`config.mk`:
```
export PLATFORM = sky130hd
export DESIGN_NAME = video_sync_ctrl
export DESIGN_NICKNAME = d
export VERILOG_FILES = /design/src/logic/video_sync_pkg.sv /design/src/logic/pixel_fifo.sv /design/src/logic/video_sync_ctrl.sv
export VERILOG_INCLUDE_DIRS = /design/src /design/src/logic
export SDC_FILE = /design/constraint.sdc
export NUM_CORES = 1
export LEC_CHECK = 0
export BUFFER_PORTS_ARGS = -buffer_cell sky130_fd_sc_hd__buf_4
export CAP_MARGIN = 0
export CELL_PAD_IN_SITES_DETAIL_PLACEMENT = 0
export CELL_PAD_IN_SITES_GLOBAL_PLACEMENT = 1
export CORE_ASPECT_RATIO = 1.75
export CORE_MARGIN = 10
export CORE_UTILIZATION = 27
export DETAILED_ROUTE_END_ITERATION = 16
export GPL_TIMING_DRIVEN = 0
export HOLD_SLACK_MARGIN = 0.1
export PLACE_DENSITY = 0.53
export SLEW_MARGIN = 15
export SYNTH_ARGS = -nofsm -noshare
export SYNTH_HDL_FRONTEND = slang
export SYNTH_SLANG_ARGS = --single-unit
```
`constraint.sdc`:
```
create_clock -name aclk -period 3.91 [get_ports aclk]
set_input_delay 0.1955 -clock aclk [delete_from_list [all_inputs] [get_ports aclk]]
set_output_delay 0.1955 -clock aclk [all_outputs]
set_load 0.005 [all_outputs]
```
`src/logic/video_sync_cfg.svh`:
```
`ifndef VIDEO_SYNC_CFG_SVH
`define VIDEO_SYNC_CFG_SVH

// ==========================================================
// Register offsets (byte addresses)
`define OFS_VIDEO_STATUS 8'h00
`define OFS_OPCODE 8'h04
`define OFS_HSYNC_STOP 8'h08
`define OFS_HFIELD_START 8'h0c
`define OFS_HFIELD_STOP 8'h10
`define OFS_LINE_LEN 8'h14
`define OFS_VSYNC_STOP 8'h18
`define OFS_VFIELD_START 8'h1c
`define OFS_VFIELD_STOP 8'h20
`define OFS_FRAME_LEN 8'h24
`define OFS_DEFAULT_VIDEO 8'h28
`define OFS_POSITION 8'h2c
`define OFS_CONTROL 8'h30

// ==========================================================
// Field positions
`define BIT_DISPLAY_ON 0
`define BIT_ACTIVE 1
`define BIT_PENDING 2
`define BIT_REFRESH 3
`define BIT_SLAVE 0
`define BIT_BLANK_INPUT 1
`define BIT_WINDOW_ENABLE 2
`define OPCODE_LSB 8
`define OPCODE_MSB 15
`define POS_V_LSB 16

// ==========================================================
// Encodings and reset values
`define CMD_LOAD_REGISTER 8'h01
`define CMD_LOAD_ALL 8'h02
`define RESP_OKAY 2'b00
`define RESP_SLVERR 2'b10
`define RESET_TIMING 12'h000
`define RESET_DEFAULT_VIDEO 8'h00
`define VIDEO_CLOCK_MAX_MHZ 25

`endif

```
`src/logic/video_sync_pkg.sv`:
```
package video_sync_pkg;

	typedef enum logic [1:0] {WR_IDLE = 2'b01, WR_RESP = 2'b10} wr_state_type;
	typedef enum logic [1:0] {RD_IDLE = 2'b01, RD_DATA = 2'b10} rd_state_type;

	typedef struct packed {
		logic [11:0] hsync_stop;
		logic [11:0] horizontal_field_start;
		logic [11:0] horizontal_field_stop;
		logic [11:0] line_len;
		logic [11:0] vsync_stop;
		logic [11:0] vertical_field_start;
		logic [11:0] vertical_field_stop;
		logic [11:0] frame_len;
	} timing_type;

	typedef struct packed {
		logic hsync;
		logic vsync;
		logic blank;
	} sync_in_type;

	typedef struct packed {
		logic hsync;
		logic hsync_oe_n;
		logic vsync;
		logic vsync_oe_n;
		logic blank;
		logic blank_oe_n;
	} sync_out_type;

endpackage : video_sync_pkg

```
`src/logic/pixel_fifo.sv`:
```
`timescale 1ns/1ps

module pixel_fifo #(
	parameter int WIDTH = 8,
	parameter int DEPTH = 16
) (
	// Clock and reset
	input wire logic aclk,
	input wire logic aresetn,
	// Fill side
	input wire logic s_valid,
	input wire logic [WIDTH-1:0] s_data,
	output logic s_ready,
	// Drain side
	output logic m_valid,
	output logic [WIDTH-1:0] m_data,
	input wire logic m_ready
);

	localparam int AW = $clog2(DEPTH);
	localparam int CW = $clog2(DEPTH + 1);

	typedef struct packed {
		logic [DEPTH-1:0][WIDTH-1:0] mem;
		logic [AW-1:0] wr_ptr;
		logic [AW-1:0] rd_ptr;
		logic [CW-1:0] count;
	} fifo_state_type;

	fifo_state_type st;
	fifo_state_type next_st;
	logic push;
	logic pop;

	function automatic logic [AW-1:0] bump(input logic [AW-1:0] ptr);
		return (ptr == AW'(DEPTH - 1)) ? '0 : AW'(ptr + 1'b1);
	endfunction : bump

	assign s_ready = st.count != CW'(DEPTH);
	assign m_valid = st.count != '0;
	assign m_data = st.mem[st.rd_ptr];
	assign push = s_valid & s_ready;
	assign pop = m_valid & m_ready;

	always_comb begin
		next_st = st;
		if (push) begin
			next_st.mem[st.wr_ptr] = s_data;
			next_st.wr_ptr = bump(st.wr_ptr);
		end
		if (pop) begin
			next_st.rd_ptr = bump(st.rd_ptr);
		end
		if (push && !pop) begin
			next_st.count = CW'(st.count + 1'b1);
		end else if (pop && !push) begin
			next_st.count = CW'(st.count - 1'b1);
		end
	end

	always_ff @(posedge aclk) begin
		if (!aresetn) begin
			st <= '0;
		end else begin
			st <= next_st;
		end
	end

endmodule : pixel_fifo

```
`src/logic/video_sync_ctrl.sv`:
```
`timescale 1ns/1ps
`include "video_sync_cfg.svh"

// Overview of operation
// - Blank driven out: active period comes from programmed field start/stop values.
// - Blank as input: external blank defines active period, field values ignored.
// - Pixel data leaves the shift path only inside the active display period.
// - Master mode drives hsync, vsync and blank as outputs from own counters.
// - Slave mode takes hsync and vsync as inputs; blank input or output.
// - Slave waits for hsync fall per line and vsync fall per field.
// - Every line re-aligns on hsync, so drift stays within one pixel.
// - Works with video clock from static level up to 25 MHz.
// - Display off: sync and blank continue, default pixel out, no fetches.
// - Load-register or load-all command can set the display-on bit.
// - Load-register issued during refresh is held until the refresh completes.
// - Blanking time drives the programmed 8-bit default value on pixel pins.
// - External hsync and vsync reset horizontal and vertical counters.
// - Master with window status enabled releases sync pins during active display.
// - Horizontal and vertical timing counters are 12 bits wide.
module video_sync_ctrl import video_sync_pkg::*; #(
	parameter int ADDR_WIDTH = 8,
	parameter int PIXEL_WIDTH = 8,
	parameter int FIFO_DEPTH = 16
) (
	// Clock and reset (the video clock)
	input wire logic aclk,
	input wire logic aresetn,
	// AXI4-Lite write channels
	input wire logic awvalid,
	output logic awready,
	input wire logic [ADDR_WIDTH-1:0] awaddr,
	input wire logic [2:0] awprot,
	input wire logic wvalid,
	output logic wready,
	input wire logic [31:0] wdata,
	input wire logic [3:0] wstrb,
	output logic bvalid,
	input wire logic bready,
	output logic [1:0] bresp,
	// AXI4-Lite read channels
	input wire logic arvalid,
	output logic arready,
	input wire logic [ADDR_WIDTH-1:0] araddr,
	input wire logic [2:0] arprot,
	output logic rvalid,
	input wire logic rready,
	output logic [31:0] rdata,
	output logic [1:0] rresp,
	// Fetched pixel stream from memory
	input wire logic fetch_valid,
	input wire logic [PIXEL_WIDTH-1:0] fetch_data,
	output logic fetch_ready,
	output logic fetch_enable,
	// Sync and blank pins
	input wire sync_in_type sync_in,
	output sync_out_type sync_out,
	// Pixel data pins
	output logic [PIXEL_WIDTH-1:0] pixel_data_pins
);

	// ==========================================================
	// State
	typedef struct packed {
		wr_state_type wr_state;
		rd_state_type rd_state;
		logic have_aw;
		logic have_w;
		logic [ADDR_WIDTH-1:0] waddr;
		logic [31:0] wdata;
		logic [3:0] wstrb;
		logic [1:0] bresp;
		logic [31:0] rdata;
		logic [1:0] rresp;
		timing_type timing;
		logic [PIXEL_WIDTH-1:0] default_video;
		logic display_on;
		logic slave;
		logic blank_input;
		logic window_enable;
		logic pending;
		logic pending_value;
		logic refresh_busy;
		logic [11:0] hcount;
		logic [11:0] vcount;
		logic hsync_prev;
		logic vsync_prev;
		logic active;
		logic hsync;
		logic vsync;
		logic blank;
		logic [PIXEL_WIDTH-1:0] pixel;
	} ctrl_state_type;

	ctrl_state_type st;
	ctrl_state_type next_st;

	logic blank_in_eff;
	logic active_prog;
	logic active;
	logic h_fall;
	logic v_fall;
	logic line_end;
	logic field_end;
	logic drain;
	logic cmd_write;
	logic fifo_in_ready;
	logic fifo_out_valid;
	logic [PIXEL_WIDTH-1:0] fifo_out_data;

	// ==========================================================
	// Helpers
	function automatic logic [31:0] merge(input logic [31:0] old, input logic [31:0] data, input logic [3:0] strb);
		logic [31:0] res;
		res = old;
		for (int i = 0; i < 4; i++) begin
			if (strb[i]) begin
				res[i*8 +: 8] = data[i*8 +: 8];
			end
		end
		return res;
	endfunction : merge

	function automatic logic [11:0] merge12(input logic [11:0] old, input logic [31:0] data, input logic [3:0] strb);
		logic [31:0] res;
		res = merge({20'h0, old}, data, strb);
		return res[11:0];
	endfunction : merge12

	function automatic logic in_range(input logic [11:0] value, input logic [11:0] lo, input logic [11:0] hi);
		return (value >= lo) && (value < hi);
	endfunction : in_range

	// ==========================================================
	// Pixel buffer between memory fetch and the shift path
	pixel_fifo #(
		.WIDTH(PIXEL_WIDTH),
		.DEPTH(FIFO_DEPTH)
	) u_pixel_fifo (
		.aclk(aclk),
		.aresetn(aresetn),
		.s_valid(fetch_valid & st.display_on),
		.s_data(fetch_data),
		.s_ready(fifo_in_ready),
		.m_valid(fifo_out_valid),
		.m_data(fifo_out_data),
		.m_ready(drain)
	);

	// ==========================================================
	// Combinational view of the raster
	assign blank_in_eff = st.slave & st.blank_input;
	assign active_prog = in_range(st.hcount, st.timing.horizontal_field_start, st.timing.horizontal_field_stop) &&
		in_range(st.vcount, st.timing.vertical_field_start, st.timing.vertical_field_stop);
	assign active = blank_in_eff ? ~sync_in.blank : active_prog;
	// Pins are synchronous, so the previous sample is a clean edge reference
	assign h_fall = st.slave & st.hsync_prev & ~sync_in.hsync;
	assign v_fall = st.slave & st.vsync_prev & ~sync_in.vsync;
	assign line_end = st.hcount == st.timing.line_len;
	assign field_end = st.slave ? v_fall : (line_end && st.vcount == st.timing.frame_len);
	assign drain = active & st.display_on & fifo_out_valid;
	assign fetch_ready = fifo_in_ready & st.display_on;
	assign fetch_enable = st.display_on;
	assign cmd_write = (st.wr_state == WR_IDLE) && st.have_aw && st.have_w && (st.waddr == `OFS_OPCODE);

	// ==========================================================
	// Bus handshakes and pins
	assign awready = (st.wr_state == WR_IDLE) && !st.have_aw;
	assign wready = (st.wr_state == WR_IDLE) && !st.have_w;
	assign bvalid = st.wr_state == WR_RESP;
	assign bresp = st.bresp;
	assign arready = st.rd_state == RD_IDLE;
	assign rvalid = st.rd_state == RD_DATA;
	assign rdata = st.rdata;
	assign rresp = st.rresp;
	assign pixel_data_pins = st.pixel;
	assign sync_out.hsync = st.hsync;
	assign sync_out.vsync = st.vsync;
	assign sync_out.blank = st.blank;
	// Master with window enable set releases sync pins while active so window status can share them
	assign sync_out.hsync_oe_n = st.slave | (st.window_enable & st.active);
	assign sync_out.vsync_oe_n = st.slave | (st.window_enable & st.active);
	assign sync_out.blank_oe_n = blank_in_eff;

	// ==========================================================
	// Next-state logic
	always_comb begin
		next_st = st;

		// Write path: address and data taken in either order
		if (st.wr_state == WR_IDLE) begin
			if (awvalid && awready) begin
				next_st.have_aw = 1'b1;
				next_st.waddr = awaddr;
			end
			if (wvalid && wready) begin
				next_st.have_w = 1'b1;
				next_st.wdata = wdata;
				next_st.wstrb = wstrb;
			end
			if (st.have_aw && st.have_w) begin
				next_st.have_aw = 1'b0;
				next_st.have_w = 1'b0;
				next_st.wr_state = WR_RESP;
				next_st.bresp = `RESP_OKAY;
				unique case (st.waddr)
					`OFS_VIDEO_STATUS, `OFS_POSITION, `OFS_OPCODE: begin
					end
					`OFS_HSYNC_STOP: next_st.timing.hsync_stop = merge12(st.timing.hsync_stop, st.wdata, st.wstrb);
					`OFS_HFIELD_START: next_st.timing.horizontal_field_start =
						merge12(st.timing.horizontal_field_start, st.wdata, st.wstrb);
					`OFS_HFIELD_STOP: next_st.timing.horizontal_field_stop =
						merge12(st.timing.horizontal_field_stop, st.wdata, st.wstrb);
					`OFS_LINE_LEN: next_st.timing.line_len = merge12(st.timing.line_len, st.wdata, st.wstrb);
					`OFS_VSYNC_STOP: next_st.timing.vsync_stop = merge12(st.timing.vsync_stop, st.wdata, st.wstrb);
					`OFS_VFIELD_START: next_st.timing.vertical_field_start =
						merge12(st.timing.vertical_field_start, st.wdata, st.wstrb);
					`OFS_VFIELD_STOP: next_st.timing.vertical_field_stop =
						merge12(st.timing.vertical_field_stop, st.wdata, st.wstrb);
					`OFS_FRAME_LEN: next_st.timing.frame_len = merge12(st.timing.frame_len, st.wdata, st.wstrb);
					`OFS_DEFAULT_VIDEO: begin
						if (st.wstrb[0]) begin
							next_st.default_video = st.wdata[PIXEL_WIDTH-1:0];
						end
					end
					`OFS_CONTROL: begin
						if (st.wstrb[0]) begin
							next_st.slave = st.wdata[`BIT_SLAVE];
							next_st.blank_input = st.wdata[`BIT_BLANK_INPUT];
							next_st.window_enable = st.wdata[`BIT_WINDOW_ENABLE];
						end
					end
					default: next_st.bresp = `RESP_SLVERR;
				endcase
			end
		end else if (bready) begin
			next_st.wr_state = WR_IDLE;
		end

		// Read path: answer one cycle after the address is taken
		if (st.rd_state == RD_IDLE) begin
			if (arvalid) begin
				next_st.rd_state = RD_DATA;
				next_st.rresp = `RESP_OKAY;
				next_st.rdata = 32'h0;
				unique case (araddr)
					`OFS_VIDEO_STATUS: begin
						next_st.rdata[`BIT_DISPLAY_ON] = st.display_on;
						next_st.rdata[`BIT_ACTIVE] = st.active;
						next_st.rdata[`BIT_PENDING] = st.pending;
						next_st.rdata[`BIT_REFRESH] = st.refresh_busy;
					end
					`OFS_OPCODE: begin
					end
					`OFS_HSYNC_STOP: next_st.rdata[11:0] = st.timing.hsync_stop;
					`OFS_HFIELD_START: next_st.rdata[11:0] = st.timing.horizontal_field_start;
					`OFS_HFIELD_STOP: next_st.rdata[11:0] = st.timing.horizontal_field_stop;
					`OFS_LINE_LEN: next_st.rdata[11:0] = st.timing.line_len;
					`OFS_VSYNC_STOP: next_st.rdata[11:0] = st.timing.vsync_stop;
					`OFS_VFIELD_START: next_st.rdata[11:0] = st.timing.vertical_field_start;
					`OFS_VFIELD_STOP: next_st.rdata[11:0] = st.timing.vertical_field_stop;
					`OFS_FRAME_LEN: next_st.rdata[11:0] = st.timing.frame_len;
					`OFS_DEFAULT_VIDEO: next_st.rdata[PIXEL_WIDTH-1:0] = st.default_video;
					`OFS_POSITION: begin
						next_st.rdata[11:0] = st.hcount;
						next_st.rdata[`POS_V_LSB +: 12] = st.vcount;
					end
					`OFS_CONTROL: begin
						next_st.rdata[`BIT_SLAVE] = st.slave;
						next_st.rdata[`BIT_BLANK_INPUT] = st.blank_input;
						next_st.rdata[`BIT_WINDOW_ENABLE] = st.window_enable;
					end
					default: next_st.rresp = `RESP_SLVERR;
				endcase
			end
		end else if (rready) begin
			next_st.rd_state = RD_IDLE;
		end

		// Raster counters; every state bit holds when the clock stops
		next_st.hsync_prev = sync_in.hsync;
		next_st.vsync_prev = sync_in.vsync;
		if (st.slave) begin
			// Counters park at the line or frame length until the next falling sync
			if (h_fall) begin
				next_st.hcount = 12'h000;
				if (st.vcount != st.timing.frame_len) begin
					next_st.vcount = 12'(st.vcount + 1'b1);
				end
			end else if (!line_end) begin
				next_st.hcount = 12'(st.hcount + 1'b1);
			end
			if (v_fall) begin
				next_st.vcount = 12'h000;
			end
		end else begin
			next_st.hcount = line_end ? 12'h000 : 12'(st.hcount + 1'b1);
			if (line_end) begin
				next_st.vcount = (st.vcount == st.timing.frame_len) ? 12'h000 : 12'(st.vcount + 1'b1);
			end
		end

		// Sync and blank keep running whether or not display is on
		next_st.hsync = st.hcount >= st.timing.hsync_stop;
		next_st.vsync = st.vcount >= st.timing.vsync_stop;
		next_st.blank = ~active_prog;
		next_st.active = active;
		next_st.pixel = drain ? fifo_out_data : st.default_video;

		// Refresh spans from the first active pixel to the end of the field; a fresh active pixel wins
		next_st.refresh_busy = (st.display_on & active) | (st.refresh_busy & ~field_end);
		if (field_end && st.pending) begin
			next_st.display_on = st.pending_value;
			next_st.pending = 1'b0;
		end

		// Commands come after the field-end step, so a new one is never lost
		if (cmd_write) begin
			unique case (st.wdata[`OPCODE_MSB:`OPCODE_LSB])
				`CMD_LOAD_ALL: begin
					next_st.display_on = st.wdata[`BIT_DISPLAY_ON];
				end
				`CMD_LOAD_REGISTER: begin
					if (st.refresh_busy && !field_end) begin
						next_st.pending = 1'b1;
						next_st.pending_value = st.wdata[`BIT_DISPLAY_ON];
					end else begin
						next_st.display_on = st.wdata[`BIT_DISPLAY_ON];
					end
				end
				default: begin
				end
			endcase
		end
	end

	always_ff @(posedge aclk) begin
		if (!aresetn) begin
			st <= '0;
			st.wr_state <= WR_IDLE;
			st.rd_state <= RD_IDLE;
			st.timing <= {8{`RESET_TIMING}};
			st.default_video <= `RESET_DEFAULT_VIDEO;
		end else begin
			st <= next_st;
		end
	end
endmodule : video_sync_ctrl

```
==> metrics.yaml, run 1 <==
clk_root_buffer_cell: "clkbuf_16"
holdWs_ps: 154
status: "finished with violations"
required_ps: 4380
portBuffers: 97
synth_top_family_by_area: "simple AND/OR/NAND/NOR gates"
grt_setup_unrepaired: "true"
grtUsageTotal: 0.176
fin_crit_sh: 1.00
fin_ws_ps: -0.757
multi_input_area_um2: 10000
p_per_area_nw_per_um2: 362
crit_path_end_kind: "register"
initialDrtViolationCount: 659
syn_avg_cell_area_um2: 9.64
r2r_cells: 17
place_hpwl_mm: 54.4
fin_cells: 2965
cp_max_fo: 4
synthSimpleGateAreaFrac: 0.184
grt_max_degree: 14
irDropWorstVdd_mv: 0.243
io_pins: 134
worst_pin_slew_ps: 1310
grt_pass1_wl_mm: 102
firstDrtPassIters: 6
synthToLayoutAreaGrowth_pct: 22.5
synth_compound_area_frac: 0.0985
setup_violations: 1
min_path_cells: 4
drv_slew: 0
synthXorXnorAreaFrac: 0.0241
hold_class: "in2reg"
yosys.area.top_type: "dfxtp_1"
p_leak_nw: 8.43
violations: "negative setup slack"
cts_inserted_buffers: 39
hp-start: "araddr[4]"
finalHoldViolCount: 0
finalSetupTns_ps: -0.757
seqCellArea_um2: 7040
slew_headroom: 0.129
nFillCells: 6776
synth-seq-cells: 348
start_kind: "register"
grt_pass1_vias: 15100
clockBufferDepth: 3
synth.top_cell.area_share: 0.391
start_util: 0.273
crit_type: "reg2reg"
synth_edf_count: 0
cts_sinks: 348
avgViaCountPerCell: 4.78
synth_cells: 1847
yosys.area_share.adder: 0.0580
drive_gt1_frac: 0.171
yosysMostFrequentCell: "dfxtp_1"
cts_max_level: 2
grt_antenna_before_repair: 0
clk_latency_ps: 550
dieArea_um2: 77000
place_ws_ps: -1470
grt_overflow: 0
n_antenna_cell: 0
cp.arrival_ps: 4380
clk_pin_slew_ps: 70
ys_top_cells_by_count: "348 x dfxtp_1, 235 x nor2b_1, 233 x mux2i_1"
gp_routability_congestion: 0.923
rows: 124
post-route-drc-count: 0
hold_end: "rresp[1]"
final.min_clock_period_ps: 3910
async_flop_share: 0
wirelength_mm: 69.0
finalClockSkew_ps: 25.4
wl_per_cell_um: 23.3
tritoncts: "built"
die_w_um: 214
yosys_warnings: 0
fin_nets: 2214
r2r_start: "st[28]"
rrSetupSlack_ps: -0.8
die_y_um: 360
synthFlopType: "dfxtp_1"
yosys-top-cells-area: "dfxtp_1 39%, mux2i_1 13%, nor2b_1 8.3%, ha_1 5.7%, mux4_2 5.1%"
cap_viol_max_count: 0
vias: 14200
r2r_end: "u_pixel_fifo.st[4]"
synth_area_um2: 17800
dp.cells: 2835
synthDistinctLibCells: 65
ant_nets: 0
fmax_mhz: 256
synth_mux_area_frac: 0.182
core_area_um2: 65300
seq_area_frac_synth: 0.391
[kinds of logic after synthesis]
group | count (synthesis)
AND/OR/NAND/NOR | 610
buffers and inverters | 236
adder cells (fa/ha/maj) | 82
XOR/XNOR | 49
flip-flops | 348
other | 1
AO/OA/AOI/OAI | 247
multiplexers | 274
[final cells by class]
type / instances / share of cell area
Timing Repair Buffer: 159 / 0.0596
Buffer: 155 / 0.0360
Clock inverter: 12 / 0.00682
Multi-Input combinational cell: 1272 / 0.459
Tap cell: 882 / 0.0506
Clock buffer: 57 / 0.0512
Sequential cell: 348 / 0.323
Inverter: 80 / 0.0138
[state kept, by name, indices dropped and copies added, names as in the netlist]
| name | cells |
|---|---|
| st | 169 |
| u_pixel_fifo.st | 141 |
| rdata | 24 |
| pixel_data_pins | 8 |
| sync_out | 3 |
| bresp | 1 |
| fetch_enable | 1 |
| rresp | 1 |
[what timing repair did]
item                       in CTS  in global routing
hold endpoints to repair       81                  0
gates resized for setup        91                  6
hold buffers                   41                  0
cloned                          0                  0
pin swaps                      18                 10
buffers inserted               19                  2
setup endpoints to repair      15                  2
[worst max path at each step]
stage	from	endpoint	slack, ps	depth (start not counted)
finish	st[28]	u_pixel_fifo.st[4]	-0.8	17
detailed placement	st[14]	u_pixel_fifo.st[4]	-1470	19
global placement	st[14]	u_pixel_fifo.st[4]	-1440	19
global route	st[28]	u_pixel_fifo.st[4]	-100	17
floorplan	st[28]	u_pixel_fifo.st[4]	9	18
CTS	st[134]	u_pixel_fifo.st[4]	40	18
[worst max-delay path, cell delays in order (launching register included)]
cell and delay [ps]:
dfxtp_4 360, ha_4 250, a211o_1 320, a31oi_4 200, nor4_4 80, a2111oi_4 370, o22ai_2 130, o32a_4 410
or2_4 250, buf_12 130, ha_4 170, inv_2 90, ha_4 210, a21o_1 190, a21oi_2 140, xnor2_1 90
or3_1 300, a21boi_1 140
[power by group]
group          switching, mW  leakage (nW)  total (mW)  internal [mW]
combinational          0.330          5.00       0.546          0.216
clock                   1.56         0.605        3.74           2.18
sequential            0.0289          2.83        3.61           3.58
[stage by stage]
stage / total power, mW / area [um2] / util
finish: 7.90 / 21800 / 0.334
global route: 8.17 / 21800 / 0.334
CTS: 8.01 / 21800 / 0.334
detailed placement: 4.22 / 19700 / 0.301
global placement: 4.22 / 19700 / 0.301
floorplan: 3.94 / 17800 / -
[placed cells by master (no fill, tap or decap), drive strengths merged, types with 16 or more instances in the layout]
cell / instances
a221oi: 25
ha: 81
o21ai: 46
nand2b: 16
mux4: 40
clkbuf: 154
and2: 21
buf: 176
a21boi: 54
dlygate4sd3: 41
a21oi: 32
xor2: 38
mux2i: 233
nor2: 67
nand2: 163
nand4: 16
nor2b: 235
inv: 80
nand3: 30
dfxtp: 348
[layer usage]
layer | share of wire | GRT usage | routed length [um]
met5 | 0 | 0 | 0
met4 | 0.065 | 0.107 | 4470
met3 | 0.029 | 0.0200 | 1980
met2 | 0.56 | 0.355 | 39000
met1 | 0.34 | 0.163 | 23600
Note: power is estimated with default switching activity, not from simulation.
==> run 2, diff against run 1 <==
==> constraint.sdc (replaced) <==
create_clock -name aclk -period 3.91 [get_ports aclk]
set_input_delay 0 -clock aclk [delete_from_list [all_inputs] [get_ports aclk]]
set_output_delay 0 -clock aclk [all_outputs]
set_load 0.005 [all_outputs]
==> run 2 against run 1 <==
Against the previous run:
- sequential power hardly changed
- utilization increased by 0.25 points
- the run now ends clean
- global-route usage hardly changed
- clock skew about the same
- die area is the same
- via count increased by 0.30%
- clock power hardly changed
- wire length rose by 0.23%
- non-clock buffer count up 16
- total power is 0.14% higher
- final area increased by 0.73%
==> metrics.yaml, run 2 (synthesis gave the netlist of run 1 again) <==
r2r_start: "st[28]"
clk_root_buffer_cell: "clkbuf_16"
cts_inserted_buffers: 39
start_kind: "register"
finalClockSkew_ps: 25.7
finalSetupTns_ps: 0
cp_max_fo: 4
drv_slew: 0
hp-start: "wvalid"
dieArea_um2: 77000
r2r_end: "u_pixel_fifo.st[4]"
r2r_cells: 17
grtUsageTotal: 0.176
cap_viol_max_count: 0
layout_commonest_cell: "dfxtp_1"
worst_path_most_repeated_cell: "ha_4"
fin_crit_sh: 0.999
vias: 14200
core_area_um2: 65300
p_leak_nw: 8.53
grt_setup_unrepaired: "true"
die_w_um: 214
gp_routability_congestion: 0.923
min_path_cells: 4
firstDrtPassIters: 7
final.min_clock_period_ps: 3910
irDropWorstVdd_mv: 0.243
synthToLayoutAreaGrowth_pct: 23.4
critPathTopFamily: "compound AO/OA/AOI/OAI gates"
worst_pin_slew_ps: 1280
grt_pass1_vias: 15200
critPathBufInv: 2
start_util: 0.273
fin_nets: 2230
hold_class: "in2reg"
n_antenna_cell: 0
finalHoldViolCount: 0
required_ps: 4380
crit_path_end_kind: "register"
p_per_area_nw_per_um2: 360
max_stage_delay_ps: 410
slew_headroom: 0.148
largest_register_ffs: 169
cp.arrival_ps: 4370
place_hpwl_mm: 54.4
grt_max_degree: 14
clk_pin_slew_ps: 70
fin_util: 0.336
grt_overflow: 0
clk_latency_ps: 550
rrSetupSlack_ps: 4
cts_max_level: 2
grt_antenna_before_repair: 0
path_cells: "ha_4 -> a211o_1 -> a31oi_4 -> nor4_4 -> a2111oi_4 -> o22ai_2 -> o32a_4 -> or2_4 -> buf_12 -> ha_4 -> inv_2 -> ha_4 -> a21o_1 -> a21oi_2 -> xnor2_1 -> or3_1 -> a21boi_1"
io_pins: 134
tritoncts: "built"
clockBufferDepth: 3
initialDrtViolationCount: 713
layout_common_cells: "314 x dfxtp_1, 235 x nor2b_1, 233 x mux2i_1, 166 x buf_4, 163 x nand2_1"
top_register: "st"
setup_violations: 0
crit_type: "reg2reg"
drive_gt1_frac: 0.170
hold_end: "st[203]"
cp_slowest_cell: "o32a_4"
status: "complete, no violations"
avgViaCountPerCell: 4.77
post-route-drc-count: 0
ant_nets: 0
grt_pass1_wl_mm: 102
portBuffers: 97
die_y_um: 360
cts_sinks: 348
wl_per_cell_um: 23.2
nFillCells: 6763
wirelength_mm: 69.2
fmax_mhz: 256
rows: 124
## run 2: changes by cell type in the layout (fill, tap and decap cells not counted)
| cell | delta |
|---|---|
| dlygate4sd3_1 | +16 |
## run 2: through the flow
| stage | hold WS (ps) | setup slack [ps] | instance area (um2) | instances | power (mW) |
|---|---|---|---|---|---|
| after floorplan | 122 | 9.24 | 17800 | 1856 | 3.94 |
| after global placement | 215 | -1440 | 19700 | 2835 | 4.22 |
| after detailed placement | 227 | -1470 | 19700 | 2835 | 4.22 |
| after CTS | 102 | 38.1 | 21900 | 2979 | 8.03 |
| after global routing | 136 | -103 | 22000 | 2981 | 8.19 |
| final | 88.4 | 4.04 | 22000 | 2981 | 7.91 |
## run 2: what timing repair did
| action | in CTS | in global routing |
|---|---|---|
| setup buffers | 19 | 2 |
| endpoints found under the setup margin | 15 | 2 |
| resized for setup | 91 | 6 |
| pin swaps | 18 | 10 |
| hold buffers | 57 | 0 |
| endpoints found under the hold margin | 88 | 0 |
## run 2: where the power goes
part           switching [mW]  internal, mW  total [mW]
clock                    1.56          2.18        3.74
sequential             0.0286          3.58        3.61
combinational           0.333         0.228       0.561
## run 2: worst max-delay path by stage
stage / startpoint / end / slack (ps) / cells after the start
floorplan: st[28] / u_pixel_fifo.st[4] / 9 / 18
global placement: st[14] / u_pixel_fifo.st[4] / -1440 / 19
detailed placement: st[14] / u_pixel_fifo.st[4] / -1470 / 19
CTS: st[134] / u_pixel_fifo.st[4] / 40 / 18
global route: st[28] / u_pixel_fifo.st[4] / -100 / 17
finish: st[28] / u_pixel_fifo.st[4] / 4 / 17
## run 2: tightest hold or removal path, cell delays in order
cell and delay (ps):
buf_4 80, nand2_1 270, nand2_1 150, a21boi_0 60
## run 2: layer usage
metal / global-route usage / wire length (um)
met5: 0 / 0
met4: 0.107 / 4420
met3: 0.0198 / 1850
met2: 0.356 / 39100
met1: 0.163 / 23800
## run 2: final cells by class
type                       count  area (um2)  area share
tap                          882        1100      0.0502
clock buffer                  57        1120      0.0508
clock inverter                12         149     0.00677
multi-input combinational   1272       10000       0.456
buffer                       155         786      0.0358
inverter                      80         300      0.0137
timing repair buffer         175        1460      0.0664
sequential                   348        7040       0.320
